<file path="src/common/stcu_pkg.sv">
// Shared constants and types of the synchronised timer capture group
package stcu_pkg;
  localparam int          STCU_CH        = 4;
  localparam int          STCU_AW        = 8;
  localparam int          STCU_DW        = 32;
  // Register index inside one channel block; byte address is index times four
  localparam logic [3:0]  STCU_REG_RUN   = 4'h0;
  localparam logic [3:0]  STCU_REG_CTRL  = 4'h1;
  localparam logic [3:0]  STCU_REG_MODE  = 4'h2;
  localparam logic [3:0]  STCU_REG_TCTL  = 4'h3;
  localparam logic [3:0]  STCU_REG_CMP0  = 4'h4;
  localparam logic [3:0]  STCU_REG_CMP1  = 4'h5;
  localparam logic [3:0]  STCU_REG_CAP0  = 4'h6;
  localparam logic [3:0]  STCU_REG_CAP1  = 4'h7;
  localparam logic [3:0]  STCU_REG_COUNT = 4'h8;
  localparam logic [3:0]  STCU_REG_STAT  = 4'h9;
  // Address slices: channel select and register index
  localparam int          STCU_CH_HI     = 7;
  localparam int          STCU_CH_LO     = 6;
  localparam int          STCU_IDX_HI    = 5;
  localparam int          STCU_IDX_LO    = 2;
  // Field positions
  localparam int          STCU_RUN_CNT   = 0;
  localparam int          STCU_RUN_PRE   = 2;
  localparam int          STCU_CTRL_SYNC = 0;
  localparam int          STCU_MODE_EXT  = 0;
  localparam int          STCU_MODE_EDGE = 1;
  localparam int          STCU_TCTL_M0   = 0;
  localparam int          STCU_TCTL_M1   = 1;
  localparam int          STCU_TCTL_CAP0 = 2;
  localparam int          STCU_STAT_FLOP = 0;
  localparam int          STCU_STAT_RUN  = 1;
  // Reset values
  localparam logic [15:0] STCU_RST16     = 16'h0000;
  localparam logic [2:0]  STCU_RST3      = 3'h0;
  localparam logic [31:0] STCU_ZERO32    = 32'h0000_0000;
  // Prescaler: one count tick every eight clocks
  localparam logic [2:0]  STCU_PRE_LAST  = 3'h7;
  localparam logic [2:0]  STCU_PRE_STEP  = 3'h1;
  localparam logic [15:0] STCU_CNT_STEP  = 16'h0001;
  // Bus answers
  localparam logic [1:0]  STCU_OKAY      = 2'h0;
  localparam logic [1:0]  STCU_SLVERR    = 2'h2;
  typedef enum logic [1:0] {
    STCU_EDGE_OFF  = 2'h0,
    STCU_EDGE_PINS = 2'h1,
    STCU_EDGE_IN0  = 2'h2,
    STCU_EDGE_PEER = 2'h3
  } stcu_edge_t;
endpackage

</file>
<file path="src/design/stcu_channel.sv">
// One timer channel: counter, prescaler, capture, compare and toggle flop
`timescale 1ns/1ps
module stcu_channel
  import stcu_pkg::*;
(
  input  wire logic        mclk_in,
  input  wire logic        resetn_in,
  input  wire logic        run_in,
  input  wire logic        pre_run_in,
  input  wire logic        ext_clk_in,
  input  wire logic [1:0]  edge_sel_in,
  input  wire logic [2:0]  tctl_in,
  input  wire logic [15:0] cmp0_in,
  input  wire logic [15:0] cmp1_in,
  input  wire logic        cap_pin0_in,
  input  wire logic        cap_pin1_in,
  input  wire logic        peer_toggle_in,
  output logic      [15:0] count_out,
  output logic      [15:0] capture0_out,
  output logic      [15:0] capture1_out,
  output logic             toggle_out,
  output logic             cap0_irq_out,
  output logic             cap1_irq_out,
  output logic             match_irq_out
);
  typedef struct packed {
    logic [2:0]  in0;
    logic [2:0]  in1;
    logic        peer;
    logic [2:0]  pre;
    logic [15:0] count;
    logic [15:0] cap0;
    logic [15:0] cap1;
    logic        flop;
    logic        irq0;
    logic        irq1;
    logic        irqm;
  } stcu_ch_st_t;

  stcu_ch_st_t r;
  stcu_ch_st_t next_r;
  logic        rise0;
  logic        fall0;
  logic        rise1;
  logic        tick;
  logic        ev0;
  logic        ev1;
  logic        m0;
  logic        m1;
  logic [15:0] cnt_inc;

  always_comb begin
    next_r = r;
    next_r.in0 = {r.in0[1:0], cap_pin0_in};
    next_r.in1 = {r.in1[1:0], cap_pin1_in};
    next_r.peer = peer_toggle_in;
    rise0 = r.in0[1] & ~r.in0[2];
    fall0 = ~r.in0[1] & r.in0[2];
    rise1 = r.in1[1] & ~r.in1[2];
    cnt_inc = r.count + STCU_CNT_STEP;
    if (ext_clk_in) begin
      tick = run_in & rise0;
    end else begin
      tick = run_in & pre_run_in & (r.pre == STCU_PRE_LAST);
    end
    if (run_in && pre_run_in && !ext_clk_in) begin
      next_r.pre = (r.pre == STCU_PRE_LAST) ? STCU_RST3 : r.pre + STCU_PRE_STEP;
    end else begin
      next_r.pre = STCU_RST3;
    end
    if (!run_in) begin
      next_r.count = STCU_RST16;
    end else if (tick) begin
      next_r.count = cnt_inc;
    end
    m0 = tick && (cnt_inc == cmp0_in);
    m1 = tick && (cnt_inc == cmp1_in);
    unique case (stcu_edge_t'(edge_sel_in))
      STCU_EDGE_OFF: begin
        ev0 = 1'b0;
        ev1 = 1'b0;
      end
      STCU_EDGE_PINS: begin
        ev0 = rise0;
        ev1 = rise1;
      end
      STCU_EDGE_IN0: begin
        ev0 = rise0;
        ev1 = fall0;
      end
      STCU_EDGE_PEER: begin
        ev0 = peer_toggle_in & ~r.peer;
        ev1 = ~peer_toggle_in & r.peer;
      end
    endcase
    if (ev0) begin
      next_r.cap0 = r.count;
    end
    if (ev1) begin
      next_r.cap1 = r.count;
    end
    next_r.flop = r.flop
                ^ (m0 & tctl_in[STCU_TCTL_M0])
                ^ (m1 & tctl_in[STCU_TCTL_M1])
                ^ (ev0 & tctl_in[STCU_TCTL_CAP0]);
    next_r.irq0 = ev0;
    next_r.irq1 = ev1;
    next_r.irqm = m1;
  end

  always_ff @(posedge mclk_in or negedge resetn_in) begin
    if (!resetn_in) begin
      r <= '0;
    end else begin
      r <= next_r;
    end
  end

  assign count_out     = r.count;
  assign capture0_out  = r.cap0;
  assign capture1_out  = r.cap1;
  assign toggle_out    = r.flop;
  assign cap0_irq_out  = r.irq0;
  assign cap1_irq_out  = r.irq1;
  assign match_irq_out = r.irqm;
endmodule // stcu_channel

</file>
<file path="src/design/stcu_timer_group.sv">
// Four-channel timer group with synchronous start and an AXI4-Lite register slave
// Function
// - Channels grouped by four, lowest is master
// - Slaves begin counting on master's edge
// - Per-channel sync select: 0 alone, 1 master
// - Synced slave starts without own run bits
// - 16-bit up-counter on prescaler clock
// - Input 0 rise captures into register 0
// - Both match enables toggle flop on matches
// - Capture 0 may invert the toggle flop
// - Input 0 rises may clock the counter
// - Mode 11 captures on peer toggle edges
// - Input 0 rise and fall capture both
// - Falling capture raises capture 1 request
// - Input 1 rise captures into register 1
// - Input 0 rise raises capture 0 request
//
// Implementation choices: the AXI4-Lite register port and the placing of the registers.
`timescale 1ns/1ps
module stcu_timer_group
  import stcu_pkg::*;
(
  input  wire logic                mclk_in,
  input  wire logic                resetn_in,
  input  wire logic [STCU_AW-1:0]  s_axi_awaddr_in,
  input  wire logic                s_axi_awvalid_in,
  output logic                     s_axi_awready_out,
  input  wire logic [STCU_DW-1:0]  s_axi_wdata_in,
  input  wire logic [3:0]          s_axi_wstrb_in,
  input  wire logic                s_axi_wvalid_in,
  output logic                     s_axi_wready_out,
  output logic [1:0]               s_axi_bresp_out,
  output logic                     s_axi_bvalid_out,
  input  wire logic                s_axi_bready_in,
  input  wire logic [STCU_AW-1:0]  s_axi_araddr_in,
  input  wire logic                s_axi_arvalid_in,
  output logic                     s_axi_arready_out,
  output logic [STCU_DW-1:0]       s_axi_rdata_out,
  output logic [1:0]               s_axi_rresp_out,
  output logic                     s_axi_rvalid_out,
  input  wire logic                s_axi_rready_in,
  input  wire logic [STCU_CH-1:0]  capture_input_0_in,
  input  wire logic [STCU_CH-1:0]  capture_input_1_in,
  output logic      [STCU_CH-1:0]  toggle_output_pin_out,
  output logic      [STCU_CH-1:0]  capture0_irq_out,
  output logic      [STCU_CH-1:0]  capture1_irq_out,
  output logic      [STCU_CH-1:0]  match_irq_out
);
  typedef struct packed {
    logic                       aw_held;
    logic [STCU_AW-1:0]         aw_addr;
    logic                       w_held;
    logic [STCU_DW-1:0]         w_data;
    logic [3:0]                 w_strb;
    logic                       bvalid;
    logic [1:0]                 bresp;
    logic                       rvalid;
    logic [STCU_DW-1:0]         rdata;
    logic [1:0]                 rresp;
    logic [STCU_CH-1:0]         cnt_run;
    logic [STCU_CH-1:0]         pre_run;
    logic [STCU_CH-1:0]         sync;
    logic [STCU_CH-1:0][2:0]    mode;
    logic [STCU_CH-1:0][2:0]    tctl;
    logic [STCU_CH-1:0][15:0]   cmp0;
    logic [STCU_CH-1:0][15:0]   cmp1;
  } stcu_top_st_t;

  stcu_top_st_t              r;
  stcu_top_st_t              next_r;
  logic [STCU_CH-1:0]        run_eff;
  logic [STCU_CH-1:0]        pre_eff;
  logic [STCU_CH-1:0][15:0]  count;
  logic [STCU_CH-1:0][15:0]  cap0;
  logic [STCU_CH-1:0][15:0]  cap1;
  logic [STCU_CH-1:0]        flop;
  logic [STCU_CH-1:0]        peer;
  logic                      aw_take;
  logic                      w_take;
  logic                      ar_take;
  logic                      wr_go;
  logic [32:0]               wr_old;
  logic [32:0]               rd_val;
  logic [STCU_DW-1:0]        wr_val;
  logic [1:0]                wr_ch;
  logic [3:0]                wr_idx;

  // Readback of one register: bit 32 flags a mapped address
  function automatic logic [32:0] reg_read(input logic [STCU_AW-1:0] a);
    logic [1:0]  ch;
    logic [3:0]  idx;
    logic [32:0] v;
    ch  = a[STCU_CH_HI:STCU_CH_LO];
    idx = a[STCU_IDX_HI:STCU_IDX_LO];
    v   = {1'b1, STCU_ZERO32};
    case (idx)
      STCU_REG_RUN: begin
        v[STCU_RUN_CNT] = r.cnt_run[ch];
        v[STCU_RUN_PRE] = r.pre_run[ch];
      end
      STCU_REG_CTRL: begin
        v[STCU_CTRL_SYNC] = r.sync[ch];
      end
      STCU_REG_MODE: begin
        v[2:0] = r.mode[ch];
      end
      STCU_REG_TCTL: begin
        v[2:0] = r.tctl[ch];
      end
      STCU_REG_CMP0: begin
        v[15:0] = r.cmp0[ch];
      end
      STCU_REG_CMP1: begin
        v[15:0] = r.cmp1[ch];
      end
      STCU_REG_CAP0: begin
        v[15:0] = cap0[ch];
      end
      STCU_REG_CAP1: begin
        v[15:0] = cap1[ch];
      end
      STCU_REG_COUNT: begin
        v[15:0] = count[ch];
      end
      STCU_REG_STAT: begin
        v[STCU_STAT_FLOP] = flop[ch];
        v[STCU_STAT_RUN]  = run_eff[ch];
      end
      default: begin
        v = {1'b0, STCU_ZERO32};
      end
    endcase
    return v;
  endfunction

  // Byte-lane merge of write data over the current contents
  function automatic logic [STCU_DW-1:0] merge(input logic [STCU_DW-1:0] old,
                                               input logic [STCU_DW-1:0] nw,
                                               input logic [3:0]         strb);
    logic [STCU_DW-1:0] m;
    m = old;
    for (int b = 0; b < 4; b++) begin
      if (strb[b]) begin
        m[b*8 +: 8] = nw[b*8 +: 8];
      end
    end
    return m;
  endfunction

  assign s_axi_awready_out = !r.aw_held && !r.bvalid;
  assign s_axi_wready_out  = !r.w_held && !r.bvalid;
  assign s_axi_arready_out = !r.rvalid;
  assign s_axi_bvalid_out  = r.bvalid;
  assign s_axi_bresp_out   = r.bresp;
  assign s_axi_rvalid_out  = r.rvalid;
  assign s_axi_rdata_out   = r.rdata;
  assign s_axi_rresp_out   = r.rresp;

  assign aw_take = s_axi_awvalid_in && s_axi_awready_out;
  assign w_take  = s_axi_wvalid_in && s_axi_wready_out;
  assign ar_take = s_axi_arvalid_in && s_axi_arready_out;
  assign wr_go   = r.aw_held && r.w_held && !r.bvalid;
  assign wr_ch   = r.aw_addr[STCU_CH_HI:STCU_CH_LO];
  assign wr_idx  = r.aw_addr[STCU_IDX_HI:STCU_IDX_LO];
  // A process wakes on what the functions read, an assign only on their arguments
  always_comb begin
    wr_old = reg_read(r.aw_addr);
    rd_val = reg_read(s_axi_araddr_in);
    wr_val = merge(wr_old[31:0], r.w_data, r.w_strb);
  end

  always_comb begin
    next_r = r;
    if (s_axi_bready_in && r.bvalid) begin
      next_r.bvalid = 1'b0;
    end
    if (s_axi_rready_in && r.rvalid) begin
      next_r.rvalid = 1'b0;
    end
    if (aw_take) begin
      next_r.aw_held = 1'b1;
      next_r.aw_addr = s_axi_awaddr_in;
    end
    if (w_take) begin
      next_r.w_held = 1'b1;
      next_r.w_data = s_axi_wdata_in;
      next_r.w_strb = s_axi_wstrb_in;
    end
    if (wr_go) begin
      next_r.aw_held = 1'b0;
      next_r.w_held  = 1'b0;
      next_r.bvalid  = 1'b1;
      next_r.bresp   = wr_old[32] ? STCU_OKAY : STCU_SLVERR;
      case (wr_idx)
        STCU_REG_RUN: begin
          next_r.cnt_run[wr_ch] = wr_val[STCU_RUN_CNT];
          next_r.pre_run[wr_ch] = wr_val[STCU_RUN_PRE];
        end
        STCU_REG_CTRL: begin
          next_r.sync[wr_ch] = wr_val[STCU_CTRL_SYNC];
        end
        STCU_REG_MODE: begin
          next_r.mode[wr_ch] = wr_val[2:0];
        end
        STCU_REG_TCTL: begin
          next_r.tctl[wr_ch] = wr_val[2:0];
        end
        STCU_REG_CMP0: begin
          next_r.cmp0[wr_ch] = wr_val[15:0];
        end
        STCU_REG_CMP1: begin
          next_r.cmp1[wr_ch] = wr_val[15:0];
        end
        default: begin
          next_r.bresp = wr_old[32] ? STCU_OKAY : STCU_SLVERR;
        end
      endcase
    end
    if (ar_take) begin
      next_r.rvalid = 1'b1;
      next_r.rdata  = rd_val[31:0];
      next_r.rresp  = rd_val[32] ? STCU_OKAY : STCU_SLVERR;
    end
  end

  always_ff @(posedge mclk_in or negedge resetn_in) begin
    if (!resetn_in) begin
      r <= '0;
    end else begin
      r <= next_r;
    end
  end

  // Channel 0 is the group master; its own sync select has no effect
  genvar i;
  generate
    for (i = 0; i < STCU_CH; i++) begin : g_ch
      if (i == 0) begin : g_master
        assign run_eff[i] = r.cnt_run[i];
        assign pre_eff[i] = r.pre_run[i];
      end else begin : g_slave
        // A synced slave follows the master's run bits on the same edge
        assign run_eff[i] = r.sync[i] ? run_eff[0] : r.cnt_run[i];
        assign pre_eff[i] = r.sync[i] ? pre_eff[0] : r.pre_run[i];
      end
      // Peer toggle source is the previous channel of the group
      assign peer[i] = flop[(i + STCU_CH - 1) % STCU_CH];
      stcu_channel u_ch (
        .mclk_in        (mclk_in),
        .resetn_in      (resetn_in),
        .run_in         (run_eff[i]),
        .pre_run_in     (pre_eff[i]),
        .ext_clk_in     (r.mode[i][STCU_MODE_EXT]),
        .edge_sel_in    (r.mode[i][STCU_MODE_EDGE +: 2]),
        .tctl_in        (r.tctl[i]),
        .cmp0_in        (r.cmp0[i]),
        .cmp1_in        (r.cmp1[i]),
        .cap_pin0_in    (capture_input_0_in[i]),
        .cap_pin1_in    (capture_input_1_in[i]),
        .peer_toggle_in (peer[i]),
        .count_out      (count[i]),
        .capture0_out   (cap0[i]),
        .capture1_out   (cap1[i]),
        .toggle_out     (flop[i]),
        .cap0_irq_out   (capture0_irq_out[i]),
        .cap1_irq_out   (capture1_irq_out[i]),
        .match_irq_out  (match_irq_out[i])
      );
    end
  endgenerate

  assign toggle_output_pin_out = flop;
endmodule // stcu_timer_group

</file>
<file path="config.mk">
export PLATFORM = sky130hd
export DESIGN_NAME = stcu_timer_group
export DESIGN_NICKNAME = d
export VERILOG_FILES = /design/src/common/stcu_pkg.sv /design/src/design/stcu_channel.sv /design/src/design/stcu_timer_group.sv
export SDC_FILE = /design/constraint.sdc
export NUM_CORES = 1
export LEC_CHECK = 0
export BUFFER_PORTS_ARGS = -buffer_cell sky130_fd_sc_hd__buf_2
export CORE_AREA = 2 2 239 241
export CTS_CLUSTER_SIZE = 30
export DETAILED_ROUTE_END_ITERATION = 6
export DIE_AREA = 0 0 241 243
export GPL_TIMING_DRIVEN = 0
export PLACE_DENSITY = 0.7
export SLEW_MARGIN = 20
export SYNTH_ARGS = -nofsm -noshare
export SYNTH_HDL_FRONTEND = slang
export SYNTH_SLANG_ARGS = --single-unit
</file>
<file path="constraint.sdc">
create_clock -name mclk_in -period 6.6 [get_ports mclk_in]
set_clock_uncertainty 0.2 [all_clocks]
set_input_delay 0.99 -clock mclk_in [delete_from_list [all_inputs] [get_ports mclk_in]]
set_output_delay 0.99 -clock mclk_in [all_outputs]
set_load 0.02 [all_outputs]
</file>
After elaboration in Yosys (flattened, before gate mapping)
Cells that the tools add are included.
{"block": "totals", "ff_bits": 496, "latch_bits": 0, "mem_bits_rw": 0, "romBits": 0, "out_inout_bits": 57, "word_cells": 379, "n_memories": 0}
{"block": "op_classes", "add_sub_neg": 8, "multipliers": 0, "div": 0, "order_cmp": 3, "n_eq_ne": 46, "shifts": 0, "n_mux": 117, "bitwise": 76, "reduce_logical": 56}
{"operator": "binary-select mux 16 bit (select 2 bit)", "n": 10}
{"operator": "two-way mux 16 bit", "n": 19}
{"operator": "case mux 13 bit (5 select lines)", "n": 2}
{"operator": "bitwise mux 64 bit", "n": 2}
{"operator": "== test 16 bit", "n": 8}
{"operator": "adder 16 x 1 -> 16 bit (second input constant)", "n": 4}
{"operator": "AND 1 bit", "n": 44}
{"operator": "two-way mux 3 bit", "n": 14}
{"operator": "two-way mux 37 bit", "n": 1}
{"operator": "two-way mux 35 bit", "n": 1}
{"operator": "two-way mux 17 bit", "n": 2}
{"operator": "demux 16 bit (select 2 bit)", "n": 1}
{"operator": "== test 4 x 3 -> 1 bit (second input constant)", "n": 8}
{"operator": "case mux 1 bit (8 select lines)", "n": 4}
{"operator": "logical AND 1 bit", "n": 26}
{"operator": "two-way mux 1 bit", "n": 25}
{"operator": "binary-select mux 3 bit (select 2 bit)", "n": 4}
{"operator": "bitwise mux 12 bit", "n": 2}
{"operator": "binary-select mux 1 bit (select 2 bit)", "n": 10}
{"operator": "inverter 1 bit", "n": 20}
{"operator": "case mux 1 bit (10 select lines)", "n": 2}
{"operator": "OR reduction 10 bit", "n": 2}
{"operator": "== test 2 bit (second input constant)", "n": 8}
{"operator": "== test 4 x 2 -> 1 bit (second input constant)", "n": 4}
{"operator": "other kinds (24)", "n": 83}

Depth between registers and ports, before layout
Gate-level depths: netlist of run 1.
{"block": "logic_depth", "word_depth": 9, "ltp_mapped": 13, "mapped_depth_nobuf": 10}

By module
From an unflattened synthesis of run 1, not the netlist that was laid out.
{"block": "hier_totals", "cells_unflattened": 2769, "hier_area_um2": 29898.7}
{"module": "stcu_timer_group", "instances": 1, "cells_each": 1270, "area_per_inst_um2": 14582.7, "seq_area_each_um2": 5255.0}
{"module": "stcu_channel (g_ch[0].u_ch ...)", "instances": 2, "cells_each": 375, "area_per_inst_um2": 3806.2, "seq_area_each_um2": 1551.5}
{"module": "stcu_channel (g_ch[2].u_ch)", "instances": 1, "cells_each": 386, "area_per_inst_um2": 3905.0, "seq_area_each_um2": 1551.5}
{"module": "stcu_channel (g_ch[1].u_ch)", "instances": 1, "cells_each": 363, "area_per_inst_um2": 3798.6, "seq_area_each_um2": 1551.5}

Least setup slack after synthesis of run 1
Ideal clock, no wire load.
{"block": "synth_timing", "kind": "input-to-reg", "start": "input port s_axi_araddr_in[6]", "end": "register r (netlist bit s_axi_rdata_out[1])", "arrival_time_ns": 3.089, "required_time_ns": 6.275, "setup_slack_ns": 3.186, "path_stages": 7, "n_path_buf": 3, "cell_sequence": "buf_2 -> buf_1 -> buf_2 -> mux4_2 -> a21oi_1 -> o22ai_1 -> mux2_2"}
{"block": "synth_between", "elab_chain_cells": 3}
{"element": "start: declaration", "line": "stcu_timer_group.sv:35", "source": "input wire logic [STCU_AW-1:0] s_axi_araddr_in,"}
{"element": "binary-select mux 1 bit (select 2 bit), or another cell as far along", "line": "stcu_timer_group.sv:127", "source": "v[STCU_STAT_RUN] = run_eff[ch];"}
{"element": "two-way mux 1 bit (not written as such), or another cell as far along", "line": "stcu_timer_group.sv:127"}
{"element": "case mux 1 bit (8 select lines) (*)", "line": "stcu_timer_group.sv:96", "source": "case (idx)"}
{"element": "end signal: assignment", "line": "stcu_timer_group.sv:230", "source": "r <= next_r;"}
{"element": "end: declaration", "line": "stcu_timer_group.sv:69", "source": "stcu_top_st_t r;"}
Every way passes the cells marked *; elsewhere a longest branch is shown, timed or not. The select of a mux whose other input is x is not followed.
A chain may end at the register's enable or synchronous reset.

Worst setup path after layout of run 1
{"block": "layout_timing", "start": "register r[246] (netlist name)", "end": "register r[104] (netlist name)"}
{"block": "layout_between", "elab_chain_cells": 5}
{"element": "less-than comparator 2 x 3 -> 1 bit (not written as such), or another cell as far along", "line": "stcu_timer_group.sv:209", "source": "next_r.cmp0[wr_ch] = wr_val[15:0];"}
{"element": "logical AND 1 bit (not written as such), or another cell as far along", "line": "stcu_timer_group.sv:209"}
{"element": "two-way mux 16 bit (not written as such) or case mux 13 bit (5 select lines) (tied branches)", "line": "stcu_timer_group.sv:209, stcu_timer_group.sv:96"}
{"element": "demux 16 bit (select 2 bit) or two-way mux 8 bit (tied branches)", "line": "stcu_timer_group.sv:209, stcu_timer_group.sv:143"}
{"element": "bitwise mux 64 bit (*)", "line": "stcu_timer_group.sv:209"}
Marked as above.

==> flow_summary_export.csv, run 1 <==
group,metric,value,unit
final_layout,post-route-cell-area,31300,µm²
power_and_ir_drop,power_report.internal_total,6.42,mW
power_and_ir_drop,clock_power_share,30.0,%
floorplanning,floorplan.die.height,243,µm
synthesis,ys_seq_elements,458,
grt,combined_global_route_utilization_of_all_metal_layers,38.3,%
placement,post-dp-hpwl,85800,µm
detailed_routing,route.antenna.remaining_nets,0,
grt,via_count_of_the_first_global_routing_pass,22500,
clock_tree,worst_setup_hold_path_clk_slew,60,ps
setup_path,maximum_fanout_count_along_the_critical_path,10,
detailed_routing,remaining_drc_errors,0,
detailed_routing,wl_per_cell,32.1,µm
setup_path,arrival,5050,ps
outcome,run_status,"completed",
timing,worst-slew-pin-transition,1230,ps
setup_path,crit_required,6900,ps
floorplanning,core_outline_area,56000,µm²
power_and_ir_drop,vdd_ir_drop_max,0.227,mV
synthesis,yosys.area.top_type_share,41.3,%
clock_tree,clock_tree.htree_level_count,2,
synthesis,syn_area_per_cell,11.1,µm²
power_and_ir_drop,sequentialPowerShare,38.2,%
setup_path,cp-start-kind,"flop",
detailed_routing,detailroute.via_count,22800,
synthesis,synth-seq-area-share,41.3,%
synthesis,yosys_warnings,0,
setup_path,worst_setup_path_end_kind,"flop",
final_layout,final_layout_size_suffix_gt1_share,26.0,%
placement,dpl-instance-area,29400,µm²
detailed_routing,wl,111000,µm
power_and_ir_drop,power.static_leakage,13.5,nW
clock_tree,cts_buffers,52,
detailed_routing,drt-initial-drc-count,2615,
detailed_routing,detailedRoute.firstPassIterationCount,5,
min_path,holdCritPathClass,"input pin to async pin",
grt,antenna_found_initial,3,
grt,grt_first_pass_wirelength,159000,µm
clock_tree,cts_root_buf,"sky130_fd_sc_hd__clkbuf_16",
timing,drv_slew,0,
floorplanning,ios,124,
synthesis,synthesis.instances,2498,
power_and_ir_drop,netSwitchingPower,4.15,mW
grt,grt_max_degree,100,
synthesis,synth_cell_types,78,
timing,finalSetupViolations,0,
clock_tree,cts.hold.buffers_added,0,
timing,hold_slack,85.5,ps
synthesis,yosysTopAreaCell,"sky130_fd_sc_hd__dfrtp_1",
synthesis,post_synth_main_area_contributors,"sky130_fd_sc_hd__dfrtp_1 41%, sky130_fd_sc_hd__mux4_2 15%, sky130_fd_sc_hd__mux2_2 9.5%, sky130_fd_sc_hd__nand2_1 4.0%, sky130_fd_sc_hd__o21ai_0 3.5%",
synthesis,synthFlopType,"sky130_fd_sc_hd__dfrtp_1",
synthesis,synth_async_sr_flop_share,100,%
final_layout,layout.nets,2751,
timing,max-slew-margin-rel,17.5,%
detailed_routing,via_per_inst,6.60,
grt,overflow,0,
floorplanning,rows,87,
timing,fin_crit_sh,72.0,%
placement,io_buffer_count,79,
synthesis,post_synth_instance_area,27800,µm²
clock_tree,cts_tree,"yes",
power_and_ir_drop,combinationalPowerShare,31.8,%
clock_tree,cts_setup_buffers,0,
timing,finalWorstPathRequiredPeriod,4750,ps
floorplanning,initial_utilization,49.7,%
placement,place.detailed.instances,3358,
final_layout,final_core_util,55.9,%
synthesis,synth_enable_flop_cells,0,
setup_path,critical_path_class,"flop to flop",
clock_tree,clock_insertion_delay_worst_skew,630,ps
clock_tree,max-clock-path-buffers,3,
timing,rsz0062_at_grt,"false",
clock_tree,postCtsResizedCells,0,
floorplanning,dieWidth,241,µm
run,max_cap_violations,0,
power_and_ir_drop,sw_frac_of_total,39.3,%
final_layout,area_growth,12.6,%
timing,hold_violations,0,
power_and_ir_drop,power_per_cell_area,338,nW/µm²
clock_tree,tritoncts_num_sinks,458,
timing,achievable-frequency,0.210,GHz
placement,routability_driven_placement_congestion_ratio,1.03,
final_layout,layout.cells.non_filler,3454,
floorplanning,floorplan.die_area,58600,µm²
-- worst max-delay path, cell delays in order (launching register included) --
cell and delay, ps:
sky130_fd_sc_hd__dfrtp_1 340, sky130_fd_sc_hd__buf_2 250, sky130_fd_sc_hd__buf_2 360, sky130_fd_sc_hd__buf_2 370, sky130_fd_sc_hd__clkbuf_1 640, sky130_fd_sc_hd__buf_2 500
sky130_fd_sc_hd__mux4_2 390, sky130_fd_sc_hd__a221oi_1 540, sky130_fd_sc_hd__o21ai_1 530, sky130_fd_sc_hd__mux2_2 460
-- routing by layer --
layer | GRT usage, % | share of wire [%] | vias up
met5 | 1.60 | 0.14 | -
met4 | 17.0 | 5.2 | 6
met3 | 14.4 | 13 | 318
met2 | 55.3 | 43 | 1440
met1 | 51.3 | 39 | 11600
li1 | - | - | 9461
-- cell usage after synthesis, types with 9 or more instances --
library cell                 n
sky130_fd_sc_hd__o41ai_1     9
sky130_fd_sc_hd__or3_1      10
sky130_fd_sc_hd__o21ai_0   195
sky130_fd_sc_hd__inv_1      55
sky130_fd_sc_hd__buf_2      23
sky130_fd_sc_hd__nand3b_1   20
sky130_fd_sc_hd__nand2_1   295
sky130_fd_sc_hd__nand2b_1   17
sky130_fd_sc_hd__and2_1     13
sky130_fd_sc_hd__xnor2_1   102
sky130_fd_sc_hd__a22oi_1    10
sky130_fd_sc_hd__o31ai_1    25
sky130_fd_sc_hd__nor3b_1    13
sky130_fd_sc_hd__and3_1     12
sky130_fd_sc_hd__a31oi_1    11
sky130_fd_sc_hd__o211ai_1   13
sky130_fd_sc_hd__mux4_2    184
sky130_fd_sc_hd__o22ai_1    21
sky130_fd_sc_hd__nor4_1     23
sky130_fd_sc_hd__nand4_1    25
sky130_fd_sc_hd__xor2_1     66
sky130_fd_sc_hd__buf_4      56
sky130_fd_sc_hd__a22o_1     25
sky130_fd_sc_hd__a21oi_1    51
sky130_fd_sc_hd__a221oi_1   14
sky130_fd_sc_hd__nor2b_1    25
sky130_fd_sc_hd__buf_1      16
sky130_fd_sc_hd__mux2_2    235
sky130_fd_sc_hd__a32oi_1    11
sky130_fd_sc_hd__dfrtp_1   458
sky130_fd_sc_hd__clkbuf_1  150
sky130_fd_sc_hd__ha_1       28
sky130_fd_sc_hd__nand3_1    46
sky130_fd_sc_hd__o21ai_1    13
sky130_fd_sc_hd__nor2_1     94
sky130_fd_sc_hd__nor3_1     16
sky130_fd_sc_hd__mux2i_1    23
-- per-stage QoR --
step / TNS (ps) / power, mW / setup slack, ps
after floorplan: 0 / 5.73 / 3190
final: 0 / 10.6 / 1850
after global placement: -2204630 / 7.18 / -4900
after global routing: 0 / 10.9 / 1940
after detailed placement: 0 / 7.27 / 1870
after CTS: 0 / 10.4 / 2100
-- flip-flops by register name, indices dropped and copies added (netlist names) --
name and flops:
s_axi_rvalid_out 1, r 189, s_axi_rdata_out 16, g_ch.u_ch.match_irq_out 4
g_ch.u_ch.next_r 16, g_ch.u_ch.cap0_irq_out 4, g_ch.u_ch.capture0_out 64, g_ch.u_ch.capture1_out 64
g_ch.u_ch.r 24, g_ch.u_ch.toggle_out 4, s_axi_rresp_out 1, s_axi_bvalid_out 1
s_axi_bresp_out 1, g_ch.u_ch.count_out 64, pre_eff 1, g_ch.u_ch.cap1_irq_out 4
-- logic make-up (layout without fill, tap and decap cells) --
family	count (synthesis)	after routing	synth area share, %
other	1	21	0.0135
flip-flops	458	458	41.3
AND/OR/NAND/NOR	642	642	11.2
multiplexers	444	444	25.5
XOR/XNOR	171	171	5.54
AO/OA/AOI/OAI	447	447	10.1
buffers and inverters	303	483	5.04
adder cells (fa/ha/maj)	32	32	1.41
-- cell type report --
type | instances | area (µm²)
flip-flops and latches | 458 | 11500
diodes | 3 | 7.51
inverters | 55 | 206
multi-input cells | 1754 | 15000
well taps | 756 | 946
clock inverters | 20 | 375
plain buffers | 248 | 1200
fillers | 4907 | 24700
clock buffers | 73 | 1470
repair buffers | 87 | 571
-- cells in the final DEF (no fill, tap or decap), types with 14 or more instances in the layout --
cell                          n
sky130_fd_sc_hd__a21oi_1     49
sky130_fd_sc_hd__a221oi_1    14
sky130_fd_sc_hd__a22o_1      25
sky130_fd_sc_hd__buf_2      104
sky130_fd_sc_hd__buf_4       56
sky130_fd_sc_hd__clkbuf_1   162
sky130_fd_sc_hd__clkbuf_16   52
sky130_fd_sc_hd__conb_1      18
sky130_fd_sc_hd__dfrtp_1    458
sky130_fd_sc_hd__ha_1        28
sky130_fd_sc_hd__inv_1       55
sky130_fd_sc_hd__mux2_2     235
sky130_fd_sc_hd__mux2i_1     23
sky130_fd_sc_hd__mux4_2     184
sky130_fd_sc_hd__nand2_1    295
sky130_fd_sc_hd__nand2b_1    17
sky130_fd_sc_hd__nand3_1     46
sky130_fd_sc_hd__nand3b_1    20
sky130_fd_sc_hd__nand4_1     25
sky130_fd_sc_hd__nor2_1      89
sky130_fd_sc_hd__nor2b_1     25
sky130_fd_sc_hd__nor3_1      15
sky130_fd_sc_hd__nor4_1      21
sky130_fd_sc_hd__o21ai_0    195
sky130_fd_sc_hd__o22ai_1     21
sky130_fd_sc_hd__o31ai_1     25
sky130_fd_sc_hd__xnor2_1    102
sky130_fd_sc_hd__xor2_1      66
-- power by group through the flow --
| stage | registers (mW) | clock network (mW) | logic [mW] |
|---|---|---|---|
| after global placement | 3.99 | 0 | 3.19 |
| final | 4.04 | 3.17 | 3.36 |
| after global routing | 4.05 | 3.31 | 3.51 |
| after detailed placement | 4.01 | 0 | 3.26 |
| after CTS | 3.96 | 3.19 | 3.27 |
| after floorplan | 3.59 | 0 | 2.15 |
-- final timing paths --
path	slack [ps]	startpoint	cells after the start	endpoint
min reg2reg	150	g_ch[1].u_ch.next_r[57]	0	g_ch[1].u_ch.next_r[58]
min	90	resetn_in	1	g_ch[3].u_ch.next_r[60]
min in group mclk_in	150	g_ch[1].u_ch.next_r[57]	0	g_ch[1].u_ch.next_r[58]
max	1850	r[246]	9	r[104]
max reg2reg	1850	r[246]	9	r[104]
max in group asynchronous	4510	resetn_in	4	s_axi_rdata_out[8]
Note: power is estimated with default switching activity, not from simulation.
==> run 2, diff against run 1 <==
- PLACE_DENSITY: 0.7 -> 0.72
- clock period: 6.6 -> 3.9 ns (I/O delays scaled with it)
==> run 2 against run 1 <==
- combinational power up 72%
- sequential share of layout area is 0.74 points lower
- first-iteration DRC count down 2.0%
- routed wire length shrank 0.59%
- largest power group unchanged
- non-clock buffer count is 34 higher
==> flow_summary_export.csv, run 2 (same netlist as run 1, synthesis figures left out) <==
group,metric,value,unit
final_layout,final_core_util,57.1,%
setup_path,timing.critical_path.slowest_stage_cell,"sky130_fd_sc_hd__nor2_1",
floorplanning,floorplan.die_area,58600,µm²
detailed_routing,remaining_drc_errors,0,
grt,combined_global_route_utilization_of_all_metal_layers,38.0,%
clock_tree,cts_buffers,54,
min_path,worst_hold_path.num_cells,2,
final_layout,area_growth,14.9,%
floorplanning,dieWidth,241,µm
min_path,holdCritPathClass,"input pin to flop",
setup_path,crit_required,4210,ps
placement,routability_driven_placement_congestion_ratio,0.997,
timing,achievable-frequency,0.257,GHz
final_layout,mostFrequentLayoutCell,"sky130_fd_sc_hd__dfrtp_1",
setup_path,worst_setup_path_end_kind,"flop",
final_layout,layout.nets,2787,
setup_path,timing.rr.end,"r[12]",
final_layout,largest_register_ffs,189,
timing,drv_slew,0,
clock_tree,max-clock-path-buffers,3,
timing,max-slew-margin-rel,15.9,%
timing,finalSetupViolations,0,
setup_path,worst_r2r_startpoint,"r[246]",
floorplanning,core_outline_area,56000,µm²
grt,grt_max_degree,101,
power_and_ir_drop,power_per_cell_area,563,nW/µm²
grt,antenna_found_initial,4,
setup_path,critical_path_class,"flop to flop",
setup_path,maximum_fanout_count_along_the_critical_path,10,
clock_tree,worst_setup_hold_path_clk_slew,60,ps
timing,worst-slew-pin-transition,1260,ps
setup_path,slowest_delay,720,ps
setup_path,arrival,4210,ps
timing,fin_crit_sh,99.9,%
final_layout,top_register,"r",
clock_tree,cts_tree,"yes",
clock_tree,clock_insertion_delay_worst_skew,640,ps
power_and_ir_drop,combinationalPowerShare,32.2,%
timing,setup_total_negative_slack,0,ps
clock_tree,cts_root_buf,"sky130_fd_sc_hd__clkbuf_16",
timing,layout_setup_ws,3.28,ps
floorplanning,rows,87,
placement,pre_cts_slack,-591,ps
final_layout,fill_cell_instance_count_of_the_final_layout,4744,
grt,overflow,0,
setup_path,r2r_cells,9,
detailed_routing,wl,110000,µm
grt,via_count_of_the_first_global_routing_pass,22500,
timing,finalWorstPathRequiredPeriod,3900,ps
power_and_ir_drop,power.static_leakage,13.8,nW
setup_path,crit_path_frequent_cell,"sky130_fd_sc_hd__buf_2",
detailed_routing,drt-initial-drc-count,2562,
power_and_ir_drop,sequentialPowerShare,37.9,%
setup_path,startpoint,"r[246]",
power_and_ir_drop,netSwitchingPower,7.09,mW
placement,post-dp-hpwl,85500,µm
setup_path,cp-start-kind,"flop",
clock_tree,clock_tree.htree_level_count,2,
power_and_ir_drop,clock_power_share,29.9,%
floorplanning,initial_utilization,49.7,%
grt,grt_first_pass_wirelength,157000,µm
detailed_routing,route.antenna.remaining_nets,0,
setup_path,worstPathBufferInverterCount,6,
power_and_ir_drop,vdd_ir_drop_max,0.365,mV
detailed_routing,detailedRoute.firstPassIterationCount,5,
power_and_ir_drop,power_report.internal_total,10.9,mW
setup_path,cp_cell_sequence,"buf_2 > buf_2 > buf_2 > buf_2 > buf_4 > nor2_1 > nand2_1 > clkbuf_2 > mux2_2",
outcome,run_status,"completed",
run,max_cap_violations,0,
detailed_routing,detailroute.via_count,22900,
setup_path,timing.critical_path.depth,9,
detailed_routing,wl_per_cell,31.6,µm
setup_path,cp-endpoint,"r[12]",
power_and_ir_drop,sw_frac_of_total,39.4,%
setup_path,path_delay_family,"buffers and inverters",
detailed_routing,via_per_inst,6.56,
clock_tree,tritoncts_num_sinks,458,
timing,hold_violations,0,
final_layout,layout_common_cells,"457 x sky130_fd_sc_hd__dfrtp_1, 291 x sky130_fd_sc_hd__nand2_1, 235 x sky130_fd_sc_hd__mux2_2, 195 x sky130_fd_sc_hd__o21ai_0, 184 x sky130_fd_sc_hd__mux4_2",
final_layout,final_layout_size_suffix_gt1_share,28.3,%
floorplanning,ios,124,
floorplanning,floorplan.die.height,243,µm
placement,io_buffer_count,79,
setup_path,r2r_slack,3,ps
run 2: cell count changes in the layout (fill, tap and decap cells not counted), moves of 11 or more:
cell,before,now
sky130_fd_sc_hd__clkinv_2,4,15
sky130_fd_sc_hd__o21ai_2,1,13
sky130_fd_sc_hd__clkbuf_2,1,19
sky130_fd_sc_hd__clkbuf_1,162,137
sky130_fd_sc_hd__dlygate4sd3_1,0,34
sky130_fd_sc_hd__o21ai_1,12,0
run 2: layer usage:
metal	wire length (µm)	vias up	track usage (%)
li1	-	9524	-
met1	43800	11700	52.1
met2	47100	1401	54.9
met3	13000	284	11.4
met4	6290	6	18.9
met5	36	-	0
run 2: metrics by stage:
stage | std cells | power (mW) | hold slack [ps] | cell area, µm²
2_1_floorplan | 2515 | 9.70 | 89.4 | 27800
3_3_place_gp | 3350 | 12.1 | 133 | 29200
3_5_place_dp | 3359 | 12.3 | 136 | 29400
4_1_cts | 3492 | 17.7 | 14.8 | 31800
5_1_grt | 3491 | 18.5 | 37.8 | 31900
6_report | 3492 | 18.0 | 34.2 | 31900
run 2: timing repair:
| action | in CTS | in global routing |
|---|---|---|
| gates resized for setup | 49 | 32 |
| endpoints found under the setup margin | 144 | 94 |
| hold buffers | 34 | 0 |
| buffers inserted | 0 | 1 |
| pin swaps | 0 | 1 |
| cloned | 0 | 0 |
| hold endpoints to repair | 80 | 0 |
run 2: worst min-delay path by stage:
| stage | start | end | slack (ps) |
|---|---|---|---|
| floorplan | resetn_in | g_ch[0].u_ch.cap0_irq_out | 90 |
| global placement | g_ch[3].u_ch.next_r[57] | g_ch[3].u_ch.next_r[58] | 130 |
| detailed placement | g_ch[1].u_ch.next_r[57] | g_ch[1].u_ch.next_r[58] | 140 |
| CTS | s_axi_wdata_in[15] | r[221] | 10 |
| global route | s_axi_wdata_in[15] | r[221] | 40 |
| finish | s_axi_wdata_in[15] | r[221] | 30 |
run 2: cell type report:
cell class,instances,area [µm²],area share [%]
multi-input cells,1754,15300,47.8
diodes,1,2.50,0.00784
clock buffers,67,1470,4.61
well taps,756,946,2.96
repair buffers,123,932,2.92
clock inverters,32,397,1.24
plain buffers,246,1250,3.91
flip-flops and latches,458,11500,35.9
inverters,55,206,0.647
run 2: power groups by stage:
stage | clock network [mW] | logic (mW) | registers [mW]
after floorplan | 0 | 3.63 | 6.07
after global placement | 0 | 5.38 | 6.73
after detailed placement | 0 | 5.49 | 6.77
after CTS | 5.40 | 5.62 | 6.69
after global routing | 5.59 | 6.08 | 6.83
final | 5.37 | 5.79 | 6.82
run 2: worst register-to-register path, cell delays in order (launching register included):
cell	delay, ps
sky130_fd_sc_hd__dfrtp_1	350
sky130_fd_sc_hd__buf_2	180
sky130_fd_sc_hd__buf_2	260
sky130_fd_sc_hd__buf_2	270
sky130_fd_sc_hd__buf_2	280
sky130_fd_sc_hd__buf_4	290
sky130_fd_sc_hd__nor2_1	730
sky130_fd_sc_hd__nand2_1	540
sky130_fd_sc_hd__clkbuf_2	360
sky130_fd_sc_hd__mux2_2	320
